<file path="src/osc_ctrl_consts.svh">
`ifndef OSC_CTRL_CONSTS_SVH
`define OSC_CTRL_CONSTS_SVH
// register byte addresses
`define TRIM_ADDR 20'hF00A0
`define DIV_ADDR 20'hF00A8
// field widths
`define DIV_W 3
`define TRIM_W 6
// clock option byte fields
`define BASE_RANGE_BIT 3
`define FLASH_MODE1_BIT 7
`define FLASH_MODE0_BIT 6
// watchdog option byte fields
`define WDT_EN_BIT 4
`define WDT_STBY_BIT 0
// clock mode control fields
`define EXT_CLK_SEL_BIT 1
`define OSC_SEL_BIT 0
// reset values before the boot load
`define DIV_RST 3'h0
`define TRIM_RST 6'h00
// switch transition lengths in cycles
`define SWITCH_OLD_CLKS 2'h3
`define SWITCH_HOLD_CLKS 2'h3
// flash mode frequency limits in mhz
`define FLASH_MIN_MHZ 6'h01
`define FLASH_LS_MAX_MHZ 6'h08
`define FLASH_HS_MAX_MHZ 6'h20
`endif

</file>
<file path="src/osc_ctrl_pkg.sv">
package osc_ctrl_pkg;
  // divider switch sequence states
  typedef enum logic [1:0] {SW_IDLE, SW_OLD, SW_HOLD} switch_state_e;
  // frequency in whole mhz, zero for a prohibited code
  typedef logic [5:0] mhz_t;
endpackage

</file>
<file path="src/onchip_osc_freq_and_source_ctrl.sv">
// Behaviour
// reset loads divider from boot option bits
// divider code to frequency, range-bit dependent
// divider register 8-bit, upper bits zero
// software changes divider on fast clock only
// three old clocks, three held clocks
// software keeps frequency inside flash range
// six-bit monotonic trim, bits 7:6 zero
// trim resets to factory calibration value
// mode 0,1 runs resonator oscillator
// mode 1,1 takes external clock pin
// mode 0,0 leaves pins as ports
// fast oscillator starts after reset release
// status bit 0 starts/stops fast oscillator
// slow oscillator feeds watchdog only
// slow oscillator runs when watchdog enabled
// standby stops slow oscillator unless allowed
// software cannot stop running slow oscillator
// boot base frequency from seven choices
// four option bits decode base frequency
// glitch-free switch via clock hold
`timescale 1ns/1ps
`include "osc_ctrl_consts.svh"
module onchip_osc_freq_and_source_ctrl
(
  // clock, reset, enable
  input wire logic i_sys_clk,
  input wire logic i_rst_n,
  input wire logic i_clk_en,
  // register access port
  input wire logic [19:0] i_sfr_addr,
  input wire logic [7:0] i_sfr_wdata,
  input wire logic i_sfr_wr,
  input wire logic i_sfr_rd,
  output logic [7:0] o_sfr_rdata,
  // boot option bytes and factory trim
  input wire logic [7:0] i_opt_clock_byte,
  input wire logic [7:0] i_opt_wdt_byte,
  input wire logic [5:0] i_trim_factory,
  // control bits and system state
  input wire logic [1:0] i_clock_mode_control,
  input wire logic i_fast_internal_osc_halt,
  input wire logic i_fast_osc_is_cpu_clk,
  input wire logic i_standby,
  // fast oscillator
  output logic o_fast_osc_run,
  output logic [5:0] o_fast_osc_mhz,
  output logic [5:0] o_fast_osc_trim,
  output logic o_cpu_clk_hold,
  output logic o_flash_range_err,
  output logic o_boot_code_bad,
  // main oscillator
  output logic o_main_res_run,
  output logic o_main_ext_clk,
  output logic o_main_pins_port,
  // slow oscillator
  output logic o_slow_osc_run,
  output logic o_slow_osc_cpu_sel
);

  ////////////////////////////////////////////////////////////////////////
  // decode functions

  // divider code to mhz, zero when prohibited
  function automatic osc_ctrl_pkg::mhz_t div_mhz(input logic range, input logic [2:0] code);
    osc_ctrl_pkg::mhz_t f;
    f = 6'h00;
    case ({range, code})
      4'h0: f = 6'h18;
      4'h1: f = 6'h0C;
      4'h2: f = 6'h06;
      4'h3: f = 6'h03;
      4'h8: f = 6'h20;
      4'h9: f = 6'h10;
      4'hA: f = 6'h08;
      4'hB: f = 6'h04;
      4'hC: f = 6'h02;
      4'hD: f = 6'h01;
      default: f = 6'h00;
    endcase
    return f;
  endfunction

  // base option bits to mhz, zero when prohibited
  // seven boot choices
  function automatic osc_ctrl_pkg::mhz_t base_mhz(input logic [3:0] code);
    osc_ctrl_pkg::mhz_t f;
    f = 6'h00;
    case (code)
      4'h8: f = 6'h20;
      4'h0: f = 6'h18;
      4'h9: f = 6'h10;
      4'h1: f = 6'h0C;
      4'hA: f = 6'h08;
      4'hB: f = 6'h04;
      4'hD: f = 6'h01;
      default: f = 6'h00;
    endcase
    return f;
  endfunction

  ////////////////////////////////////////////////////////////////////////
  // state

  logic boot_done_r, boot_done_nxt; // option bytes captured
  logic [2:0] div_sel_r, div_sel_nxt; // software-visible divider
  logic [2:0] div_act_r, div_act_nxt; // divider driving the oscillator
  logic [2:0] div_pend_r, div_pend_nxt; // divider awaiting switch
  logic [5:0] trim_r, trim_nxt; // trim field
  logic [1:0] cnt_r, cnt_nxt; // transition cycle counter
  osc_ctrl_pkg::switch_state_e st_r, st_nxt;
  logic [7:0] rdata_r, rdata_nxt; // read data
  logic range_err_r, range_err_nxt; // flash range flag
  logic boot_bad_r, boot_bad_nxt; // prohibited base code seen
  logic [5:0] mhz_r, mhz_nxt; // applied frequency
  logic range_bit; // base range option bit
  logic wr_div, wr_trim, div_ok;
  logic [5:0] lim_mhz; // flash mode upper limit

  assign range_bit = i_opt_clock_byte[`BASE_RANGE_BIT];
  assign wr_div = i_sfr_wr && (i_sfr_addr == `DIV_ADDR);
  assign wr_trim = i_sfr_wr && (i_sfr_addr == `TRIM_ADDR);
  // high-speed flash mode lifts the limit
  assign lim_mhz = i_opt_clock_byte[`FLASH_MODE0_BIT] ? `FLASH_HS_MAX_MHZ : `FLASH_LS_MAX_MHZ;

  ////////////////////////////////////////////////////////////////////////
  // next-state logic
  always_comb
  begin
    boot_done_nxt = boot_done_r;
    div_sel_nxt = div_sel_r;
    div_act_nxt = div_act_r;
    div_pend_nxt = div_pend_r;
    trim_nxt = trim_r;
    cnt_nxt = cnt_r;
    st_nxt = st_r;
    rdata_nxt = rdata_r;
    boot_bad_nxt = boot_bad_r;
    // divider writes need a valid code, the fast clock, and an idle switch
    // fast clock gate
    div_ok = (div_mhz(range_bit, i_sfr_wdata[2:0]) != 6'h00) && i_fast_osc_is_cpu_clk
      && (st_r == osc_ctrl_pkg::SW_IDLE);
    if (!boot_done_r)
    begin
      // boot load
      boot_done_nxt = 1'b1;
      div_sel_nxt = i_opt_clock_byte[2:0];
      div_act_nxt = i_opt_clock_byte[2:0];
      // base decode check
      boot_bad_nxt = (base_mhz(i_opt_clock_byte[3:0]) == 6'h00);
      // factory trim
      trim_nxt = i_trim_factory;
    end
    else
    begin
      // divider byte write
      if (wr_div && div_ok)
      begin
        div_sel_nxt = i_sfr_wdata[2:0];
        div_pend_nxt = i_sfr_wdata[2:0];
        cnt_nxt = 2'h1;
        st_nxt = osc_ctrl_pkg::SW_OLD;
      end
      // six-bit trim
      if (wr_trim)
      begin
        trim_nxt = i_sfr_wdata[5:0];
      end
      // transition sequence
      case (st_r)
        osc_ctrl_pkg::SW_IDLE:
        begin
        end
        osc_ctrl_pkg::SW_OLD:
        begin
          // still on the old frequency
          if (cnt_r == `SWITCH_OLD_CLKS)
          begin
            cnt_nxt = 2'h1;
            st_nxt = osc_ctrl_pkg::SW_HOLD;
          end
          else
          begin
            cnt_nxt = cnt_r + 2'h1;
          end
        end
        osc_ctrl_pkg::SW_HOLD:
        begin
          // swap only while clock is held
          if (cnt_r == `SWITCH_HOLD_CLKS)
          begin
            div_act_nxt = div_pend_r;
            cnt_nxt = 2'h0;
            st_nxt = osc_ctrl_pkg::SW_IDLE;
          end
          else
          begin
            cnt_nxt = cnt_r + 2'h1;
          end
        end
        default:
        begin
          st_nxt = osc_ctrl_pkg::SW_IDLE;
        end
      endcase
    end
    // register read, reserved bits zero
    if (i_sfr_rd)
    begin
      if (i_sfr_addr == `DIV_ADDR)
      begin
        rdata_nxt = {5'h00, div_sel_r};
      end
      else if (i_sfr_addr == `TRIM_ADDR)
      begin
        rdata_nxt = {2'h0, trim_r};
      end
      else
      begin
        rdata_nxt = 8'h00;
      end
    end
    // frequency of applied code
    mhz_nxt = div_mhz(range_bit, div_act_nxt);
    // flag frequency outside flash range
    range_err_nxt = !i_opt_clock_byte[`FLASH_MODE1_BIT] || (mhz_nxt < `FLASH_MIN_MHZ)
      || (mhz_nxt > lim_mhz);
  end

  // registers only
  always_ff @(posedge i_sys_clk or negedge i_rst_n)
  begin
    if (!i_rst_n)
    begin
      boot_done_r <= 1'b0;
      div_sel_r <= `DIV_RST;
      div_act_r <= `DIV_RST;
      div_pend_r <= `DIV_RST;
      trim_r <= `TRIM_RST;
      cnt_r <= 2'h0;
      st_r <= osc_ctrl_pkg::SW_IDLE;
      rdata_r <= 8'h00;
      range_err_r <= 1'b0;
      boot_bad_r <= 1'b0;
      mhz_r <= 6'h00;
    end
    else if (i_clk_en)
    begin
      boot_done_r <= boot_done_nxt;
      div_sel_r <= div_sel_nxt;
      div_act_r <= div_act_nxt;
      div_pend_r <= div_pend_nxt;
      trim_r <= trim_nxt;
      cnt_r <= cnt_nxt;
      st_r <= st_nxt;
      rdata_r <= rdata_nxt;
      range_err_r <= range_err_nxt;
      boot_bad_r <= boot_bad_nxt;
      mhz_r <= mhz_nxt;
    end
  end

  ////////////////////////////////////////////////////////////////////////
  // outputs
  assign o_sfr_rdata = rdata_r;
  assign o_fast_osc_mhz = mhz_r;
  assign o_fast_osc_trim = trim_r;
  assign o_flash_range_err = range_err_r;
  assign o_boot_code_bad = boot_bad_r;
  // hold the cpu clock across the swap
  assign o_cpu_clk_hold = (st_r == osc_ctrl_pkg::SW_HOLD);
  // runs from release unless halted
  // halt bit stops it
  assign o_fast_osc_run = boot_done_r && !i_fast_internal_osc_halt;
  // resonator mode
  assign o_main_res_run = !i_clock_mode_control[`EXT_CLK_SEL_BIT]
    && i_clock_mode_control[`OSC_SEL_BIT];
  // external clock mode
  assign o_main_ext_clk = i_clock_mode_control[`EXT_CLK_SEL_BIT]
    && i_clock_mode_control[`OSC_SEL_BIT];
  // pins left as ports
  assign o_main_pins_port = (i_clock_mode_control == 2'h0);
  // watchdog enable runs it
  // standby stop unless allowed
  // no software input here
  assign o_slow_osc_run = i_opt_wdt_byte[`WDT_EN_BIT]
    && !(i_standby && !i_opt_wdt_byte[`WDT_STBY_BIT]);
  // never a cpu clock choice
  assign o_slow_osc_cpu_sel = 1'b0;

  ////////////////////////////////////////////////////////////////////////
  // checks
  boot_load_a: assert property (@(posedge i_sys_clk) disable iff (!i_rst_n)
    (i_rst_n && !boot_done_r && i_clk_en) |=> (div_sel_r == $past(i_opt_clock_byte[2:0])))
    else $error("divider not loaded from option byte");
  old_phase_a: assert property (@(posedge i_sys_clk) disable iff (!i_rst_n)
    (st_r == osc_ctrl_pkg::SW_IDLE && boot_done_r && i_clk_en && wr_div && div_ok)
    ##1 i_clk_en [*3] |=> (st_r == osc_ctrl_pkg::SW_HOLD && div_act_r == $past(div_act_r, 4)))
    else $error("old-frequency phase wrong length");
  hold_apply_a: assert property (@(posedge i_sys_clk) disable iff (!i_rst_n)
    (st_r == osc_ctrl_pkg::SW_HOLD && cnt_r == 2'h3 && i_clk_en)
    |=> (div_act_r == div_pend_r && !o_cpu_clk_hold))
    else $error("divider not applied at end of hold");
  act_stable_a: assert property (@(posedge i_sys_clk) disable iff (!i_rst_n)
    (boot_done_r && !$past(o_cpu_clk_hold) && $past(boot_done_r)) |-> $stable(div_act_r))
    else $error("divider changed outside hold");
  fast_gate_a: assert property (@(posedge i_sys_clk) disable iff (!i_rst_n)
    (boot_done_r && i_clk_en && wr_div && !i_fast_osc_is_cpu_clk) |=> $stable(div_sel_r))
    else $error("divider written off the fast clock");
  div_read_a: assert property (@(posedge i_sys_clk) disable iff (!i_rst_n)
    (i_clk_en && i_sfr_rd && i_sfr_addr == `DIV_ADDR) |=> (o_sfr_rdata[7:3] == 5'h00))
    else $error("divider upper bits not zero");
  trim_write_a: assert property (@(posedge i_sys_clk) disable iff (!i_rst_n)
    (boot_done_r && i_clk_en && wr_trim) |=> (o_fast_osc_trim == $past(i_sfr_wdata[5:0])))
    else $error("trim write lost");
  freq_map_a: assert property (@(posedge i_sys_clk) disable iff (!i_rst_n)
    (boot_done_r && i_clk_en) |=> (o_fast_osc_mhz == div_mhz(range_bit, div_act_r)))
    else $error("frequency map mismatch");
  slow_src_a: assert property (@(posedge i_sys_clk) disable iff (!i_rst_n)
    !o_slow_osc_cpu_sel ##1 (o_slow_osc_run == (i_opt_wdt_byte[`WDT_EN_BIT]
    && !(i_standby && !i_opt_wdt_byte[`WDT_STBY_BIT]))))
    else $error("slow oscillator misused");
  mode_excl_a: assert property (@(posedge i_sys_clk) disable iff (!i_rst_n)
    $onehot0({o_main_res_run, o_main_ext_clk, o_main_pins_port}))
    else $error("main oscillator modes overlap");
  switch_c: cover property (@(posedge i_sys_clk) disable iff (!i_rst_n)
    st_r == osc_ctrl_pkg::SW_HOLD ##1 st_r == osc_ctrl_pkg::SW_IDLE);
  trim_c: cover property (@(posedge i_sys_clk) disable iff (!i_rst_n)
    boot_done_r && wr_trim && i_clk_en);
  refuse_c: cover property (@(posedge i_sys_clk) disable iff (!i_rst_n)
    boot_done_r && wr_div && !div_ok && i_clk_en);
  range_c: cover property (@(posedge i_sys_clk) disable iff (!i_rst_n) o_flash_range_err);

endmodule

</file>
<file path="config.mk">
export PLATFORM = sky130hd
export DESIGN_NAME = onchip_osc_freq_and_source_ctrl
export DESIGN_NICKNAME = d
export VERILOG_FILES = /design/src/osc_ctrl_pkg.sv /design/src/onchip_osc_freq_and_source_ctrl.sv
export VERILOG_INCLUDE_DIRS = /design/src
export SDC_FILE = /design/constraint.sdc
export NUM_CORES = 1
export LEC_CHECK = 0
export BUFFER_PORTS_ARGS = -buffer_cell sky130_fd_sc_hd__buf_2
export CAP_MARGIN = 30
export CELL_PAD_IN_SITES_DETAIL_PLACEMENT = 1
export CELL_PAD_IN_SITES_GLOBAL_PLACEMENT = 1
export CORE_MARGIN = 5
export CORE_UTILIZATION = 35
export CTS_BUF_LIST = sky130_fd_sc_hd__clkbuf_8 sky130_fd_sc_hd__clkbuf_16
export DETAILED_ROUTE_END_ITERATION = 7
export GPL_TIMING_DRIVEN = 0
export PLACE_DENSITY = 0.78
export SLEW_MARGIN = 20
export SYNTH_ARGS = -nofsm -noshare
export SYNTH_HDL_FRONTEND = slang
export SYNTH_SLANG_ARGS = --single-unit
</file>
<file path="constraint.sdc">
create_clock -name i_sys_clk -period 2.53 [get_ports i_sys_clk]
set_clock_uncertainty 0.05 [all_clocks]
set_input_delay 0.3795 -clock i_sys_clk [delete_from_list [all_inputs] [get_ports i_sys_clk]]
set_output_delay 0.3795 -clock i_sys_clk [all_outputs]
set_load 0.05 [all_outputs]
</file>
==> reports/summary.txt, run 1 <==
Port Buffer Count -> 75
Fin crit share -> 0.961
Core ar. -> 5820 um^2
Power Density -> 701 nW/um^2
Pre-CTS setup slack -> -0.102 ns
Final non-filler cell total -> 382
Num Clock Sinks -> 34
Max Root-Sink Buffers -> 2
H-tree levels -> 2
Vias in the first global route -> 1,900
Row count -> 28
Die Span Y -> 86.9 um
Placed Cells -> 368
Startpoint types -> register
Kind of critical path -> register to register
I/O pin cnt -> 89
Register clock-pin slew on the reported worst setup and hold paths -> 0.07 ns
Share of the synthesized area in the top cell type -> 0.412
Cell area after synthesis -> 2070 um^2
Diode count -> 0
LEAKAGE -> 1.41 nW
Initial Util -> 0.355
Maximum vdd drop -> 0.302 mV
Full die area -> 7540 um^2
Worst-Margin Slew -> 0.800 ns
Fillers -> 719
CTS root buffer -> clkbuf_8
Buffer and inverter count on the worst path -> 1
Max incr delay on CP -> 0.40 ns
Setup WS post-layout -> 0.0979 ns
Final hold vios -> 0
Largest net degree at the start of global routing -> 35
CP Capture Type -> register
Max_cap viols -> 0
Part of the Yosys area used for sequential elements -> 0.412
Design area -> 2740 um^2
Synth cell types -> 49
Synth Register Bits -> 34
Delay-heaviest family, CP -> compound AO/OA/AOI/OAI gates
Area after DPL -> 2550 um^2
DRC Markers -> 0
Tot Pwr -> 0.00192 W
Nets -> 378
Crit path max fanout -> 10
Crit path max-delay cell type -> dfrtp_1
Drt total wl -> 5720 um
Area occupied by multi-input gates -> 1160 um^2
Hold WC Path Type -> input pin to asynchronous set/reset pin
Data required time of the worst path -> 2.66 ns
Wire length per cell -> 15.0 um
TritonCTS clock tree -> done
Die X -> 86.9 um
Total grt overflow -> 0
Dpl hpwl -> 4280 um
CP Cell Sequence -> inv_1, ha_2, nand3_1, a31o_2, nor2_1, nand2_1, o21ai_2, nand2_2, ha_4, nand4_1, a41o_1
Initial antenna violation count -> 0
First-pass GRT wire length -> 8970 um
Largest cells by area after synthesis -> dfrtp_1 (41%), ha_1 (7.3%), nor2_1 (3.8%)
Cts hold-fix bufs -> 0
Yosys top cell by area -> dfrtp_1
Mean Syn Cell Area -> 9.57 um^2
TritonRoute pass-1 iters -> 4
Detailed Route Iter0 Violations -> 53
Hold WS -> 0.118 ns
Final Setup Violations -> 0
Register area -> 851 um^2
Max-Slew Margin vs Limit -> 0.467
Mapped Cells -> 216
Commonest non-fill, non-tap cell in the layout -> buf_2
GPL Wtd Cong -> 0.768
Layout cells sized above 1 -> 0.401
Final Max Slew Viols -> 0
Total track usage -> 0.151
YS warnings -> 0
Fin crit period -> 2.43 ns
Clock Latency Late Sink -> 0.29 ns
Post-route ant nets -> 0
Most frequent cells in the layout -> buf_2 (76), dfrtp_1 (34), nor2_1 (21)
Worst EP arrival -> 2.56 ns
CTS buffer count -> 5
Area Overhead vs Synth -> 32.7%
Via count -> 1,931
Fmax -> 411 MHz
Vias/cell -> 5.05
Status -> finished clean
## Yosys cell counts, drive strengths merged
library cell and instances:
o31ai 3, inv 13, a31o 4, clkbuf 7, mux2i 6, a21bo 2
ha 12, a21boi 1, xnor2 1, o221ai 1, nor4 2, a21oi 8
a21o 3, nand3 6, o211ai 1, nor4b 4, mux2 9, o21ai 15
conb 1, nand2 19, nor3 4, buf 6, nor2 21, nor2b 3
nand2b 1, and3 5, a41o 1, xor2 1, nand4 3, a221o 3
or2 1, nor3b 2, dfrtp 34, a22oi 3, o22ai 1, nor4bb 1
o21a 1, a31oi 4, and2 3
## state kept, by name, indices dropped and copies added (netlist names)
name	flops
o_fast_osc_trim	6
cnt_r	2
div_act_r	3
o_fast_osc_mhz	6
o_boot_code_bad	1
boot_done_r	1
st_r	2
o_sfr_rdata	6
div_pend_r	3
div_sel_r	3
o_flash_range_err	1
## metrics by stage
stage | setup TNS (ns) | util
2_1_floorplan | 0 | -
3_3_place_gp | -0.0349 | 0.438
3_5_place_dp | -0.102 | 0.438
4_1_cts | 0 | 0.459
5_1_grt | -0.0825 | 0.472
6_report | 0 | 0.472
## final cells by class
| class | instances | area share |
|---|---|---|
| buffer | 11 | 0.0224 |
| clock buffer | 6 | 0.0301 |
| clock inverter | 2 | 0.00456 |
| inverter | 13 | 0.0178 |
| multi-input combinational | 158 | 0.422 |
| sequential | 34 | 0.310 |
| tap | 75 | 0.0342 |
| timing repair buffer | 83 | 0.159 |
## metal layers
metal / vias up / share of wire / track usage
li1: 935 / - / -
met1: 939 / 0.43 / 0.195
met2: 51 / 0.49 / 0.245
met3: 6 / 0.071 / 0.0482
met4: 0 / 0.011 / 0.0340
met5: - / 0 / 0
## path summary, 6_finish.rpt
check / slack [ns] / endpoint / cells after the start / startpoint
worst max-delay path: 0.1 / o_flash_range_err$_DFFE_PN0P_ / 11 / st_r[0]$_DFFE_PN0P_
worst min-delay path: 0.12 / o_sfr_rdata[0]$_DFFE_PN0P_ / 1 / i_rst_n
worst max register to register: 0.1 / o_flash_range_err$_DFFE_PN0P_ / 11 / st_r[0]$_DFFE_PN0P_
worst min register to register: 0.43 / o_sfr_rdata[0]$_DFFE_PN0P_ / 2 / o_sfr_rdata[0]$_DFFE_PN0P_
max in group asynchronous: 1.80 / cnt_r[1]$_DFFE_PN0P_ / 1 / i_rst_n
min in group i_sys_clk: 0.32 / div_sel_r[2]$_DFFE_PN0P_ / 2 / i_opt_clock_byte[2]
## logic make-up (layout without fill, tap and decap cells)
kind of cell / count (synthesis) / count (layout) / synth area share
buf+inv: 26 / 115 / 0.0563
other cells: 1 / 3 / 0.00181
mux: 15 / 15 / 0.0781
fa+ha+maj: 12 / 12 / 0.0726
flops: 34 / 34 / 0.412
xor+xnor: 2 / 2 / 0.00848
compound gates: 51 / 51 / 0.174
simple gates: 75 / 75 / 0.197
## power breakdown
group | internal [W] | switching, W | leakage (nW) | total [W]
Combinational | 0.000306 | 0.000520 | 0.929 | 0.000826
Sequential | 0.000627 | 0.0000424 | 0.435 | 0.000669
Clock | 0.000219 | 0.000209 | 0.0472 | 0.000427
Total | 0.00115 | 0.000771 | 1.41 | 0.00192
## timing repair
action                     CTS  global route
buffers inserted             1             7
resized for setup            6             7
setup endpoints to repair    2             1
pin swaps                    0             4
hold endpoints to repair     0             0
## worst reg2reg max path, stage by stage (launching register included)
cell and delay [ns]:
dfrtp_1 0.40, inv_1 0.09, ha_2 0.30, nand3_1 0.15, a31o_2 0.31, nor2_1 0.13
nand2_1 0.09, o21ai_2 0.11, nand2_2 0.09, ha_4 0.27, nand4_1 0.08, a41o_1 0.25
Power figures use the tool's default switching activity.
==> run 2: changes to the inputs <==
--- a/config.mk
+++ b/config.mk
@@ -11,11 +11,12 @@
 export CELL_PAD_IN_SITES_DETAIL_PLACEMENT = 1
 export CELL_PAD_IN_SITES_GLOBAL_PLACEMENT = 1
 export CORE_MARGIN = 5
-export CORE_UTILIZATION = 35
+export CORE_UTILIZATION = 37
 export CTS_BUF_LIST = sky130_fd_sc_hd__clkbuf_8 sky130_fd_sc_hd__clkbuf_16
 export DETAILED_ROUTE_END_ITERATION = 7
 export GPL_TIMING_DRIVEN = 0
-export PLACE_DENSITY = 0.78
+export PLACE_DENSITY = 0.82
+export REMOVE_ABC_BUFFERS = 1
 export SLEW_MARGIN = 20
 export SYNTH_ARGS = -nofsm -noshare
 export SYNTH_HDL_FRONTEND = slang
==> constraint.sdc (replaced) <==
create_clock -name i_sys_clk -period 2.9 [get_ports i_sys_clk]
set_clock_uncertainty 0.05 [all_clocks]
set_input_delay 0.435 -clock i_sys_clk [delete_from_list [all_inputs] [get_ports i_sys_clk]]
set_output_delay 0.435 -clock i_sys_clk [all_outputs]
set_load 0.05 [all_outputs]
==> reports/summary.txt, run 2 (same netlist as run 1, synthesis figures left out) <==
Status -> finished clean
Port Buffer Count -> 75 (unchanged)
First-pass GRT wire length -> 9350 um (+4.2%)
Kind of critical path -> register to register
Die X -> 84.7 um (-2.4%)
Reg2Reg Depth -> 8 (-3)
CP Capture Type -> register
Fin crit period -> 2.63 ns (+0.198 ns)
Detailed Route Iter0 Violations -> 30 (-43%)
Max Root-Sink Buffers -> 2 (unchanged)
Setup Buffers After CTS -> 0 (-1)
Diode count -> 0 (unchanged)
GRT met3 Usage -> 0.0285 (-0.0198)
GPL Wtd Cong -> 0.742 (-3.4%)
TritonRoute pass-1 iters -> 4 (unchanged)
Vias in the first global route -> 1,982 (+4.3%)
Fmax -> 380 MHz (-7.5%)
Worst EP arrival -> 2.76 ns (+0.20 ns)
Power Density -> 617 nW/um^2 (-12%)
M1 GR Usage -> 0.172 (-0.0229)
Hold WC Path Type -> input pin to asynchronous set/reset pin
RSZ-0062 raised after global routing -> false
Max incr delay on CP -> 0.55 ns (+0.15 ns)
Most frequent cells in the layout -> buf_2 (75), dfrtp_1 (34), nor2_1 (21)
Via count -> 1,841 (-4.7%)
Post-route ant nets -> 0 (unchanged)
Data required time of the worst path -> 3.03 ns (+0.37 ns)
Crit path max fanout -> 10 (unchanged)
Total grt overflow -> 0 (unchanged)
Num Clock Sinks -> 34 (unchanged)
Fin crit share -> 0.907 (-0.0543)
Initial antenna violation count -> 0 (unchanged)
Vias/cell -> 5.11 (+1.2%)
GRT busiest layer -> met2
Delay-heaviest family, CP -> compound AO/OA/AOI/OAI gates
TritonCTS clock tree -> done
H-tree levels -> 2 (unchanged)
Full die area -> 7180 um^2 (-4.8%)
Cts hold-fix bufs -> 0 (unchanged)
Register clock-pin slew on the reported worst setup and hold paths -> 0.07 ns (about the same)
Crit path top cell by count -> ha_1
CTS root buffer -> clkbuf_8
Layout cells sized above 1 -> 0.351 (-0.0500)
LEAKAGE -> 1.33 nW (-5.6%)
Final Util -> 0.469 (-0.00246)
Hold WS -> 0.162 ns (+0.0443 ns)
Wire length per cell -> 15.7 um (+4.6%)
Core ar. -> 5470 um^2 (-5.9%)
Largest net degree at the start of global routing -> 35 (unchanged)
Area Overhead vs Synth -> 24.2%
Worst-Margin Slew -> 0.803 ns (+0.00277 ns)
CTS buffer count -> 5 (unchanged)
Max_cap viols -> 0 (unchanged)
Die Span Y -> 84.7 um (-2.4%)
Nets -> 359 (-5.0%)
Fillers -> 665 (-7.5%)
Final hold vios -> 0 (unchanged)
Row count -> 27 (-3.6%)
Clock Latency Late Sink -> 0.28 ns (about the same)
Maximum vdd drop -> 0.248 mV (-18%)
Commonest non-fill, non-tap cell in the layout -> buf_2
CP Cell Sequence -> inv_1, ha_1, nand3_1, a31oi_1, nor3_1, ha_1, nand4_1, a41o_1
DRC Markers -> 0 (unchanged)
Final Setup Violations -> 0 (unchanged)
Total track usage -> 0.162 (+0.0109)
I/O pin cnt -> 89 (unchanged)
Startpoint types -> register
WP depth -> 8 (-3)
Buffer and inverter count on the worst path -> 1 (unchanged)
Initial Util -> 0.378 (+0.0223)
Resize count post-CTS -> 0 (-6)
Drt total wl -> 5640 um (-1.4%)
Final Max Slew Viols -> 0 (unchanged)
Crit path max-delay cell type -> a31oi_1
Dpl hpwl -> 4540 um (+6.0%)
Met2 Use GR -> 0.317 (+0.0724)
Max-Slew Margin vs Limit -> 0.465 (-0.00185)
Sum Neg Setup Slack -> 0 ns (unchanged)
run 2: changes by cell type in the layout (fill, tap and decap cells not counted), moves of 2 or more:
cell      previous run  this run
ha_2                 2         0
clkbuf_1             5         0
a31oi_1              1         3
buf_4               13         0
ha_1                 9        12
run 2: final timing paths:
path                                       startpoint                            end  slack [ns]
setup reg to reg                  st_r[0]$_DFFE_PN0P_  o_flash_range_err$_DFFE_PN0P_        0.27
min in group i_sys_clk                 i_sfr_wdata[2]      div_pend_r[2]$_DFFE_PN0P_        0.38
hold reg to reg            o_sfr_rdata[1]$_DFFE_PN0P_     o_sfr_rdata[1]$_DFFE_PN0P_        0.43
setup / recovery                  st_r[0]$_DFFE_PN0P_  o_flash_range_err$_DFFE_PN0P_        0.27
max in group asynchronous                     i_rst_n       div_sel_r[2]$_DFFE_PN0P_        2.15
hold / removal                                i_rst_n  o_fast_osc_mhz[3]$_DFFE_PN0P_        0.16
run 2: area by class of cell:
cell class	count	area, um^2	area share
Sequential cell	34	851	0.331
Timing Repair Buffer	75	375	0.146
Multi-Input combinational cell	158	1110	0.431
Inverter	13	48.8	0.0190
Clock buffer	6	82.6	0.0322
Clock inverter	2	12.5	0.00487
Tap cell	72	90.1	0.0351
run 2: through the flow:
step	instances	worst slack, ns	total power, W	cell area (um^2)
after detailed placement	352	0.282	0.00123	2470
after CTS	360	0.283	0.00160	2570
after global placement	352	0.322	0.00120	2470
final	360	0.270	0.00158	2570
after global routing	360	0.0626	0.00168	2570
after floorplan	205	0.279	0.00105	2010
run 2: routing by layer:
layer / vias up / routed length (um)
met5: - / 0
met4: 0 / 85
met3: 8 / 191
met2: 33 / 3110
met1: 898 / 2260
li1: 902 / -
run 2: power by group:
group	internal, W	switching [W]	leakage [nW]
sequential	0.000547	0.0000397	0.435
combinational	0.000211	0.000418	0.849
clock	0.000191	0.000178	0.0472
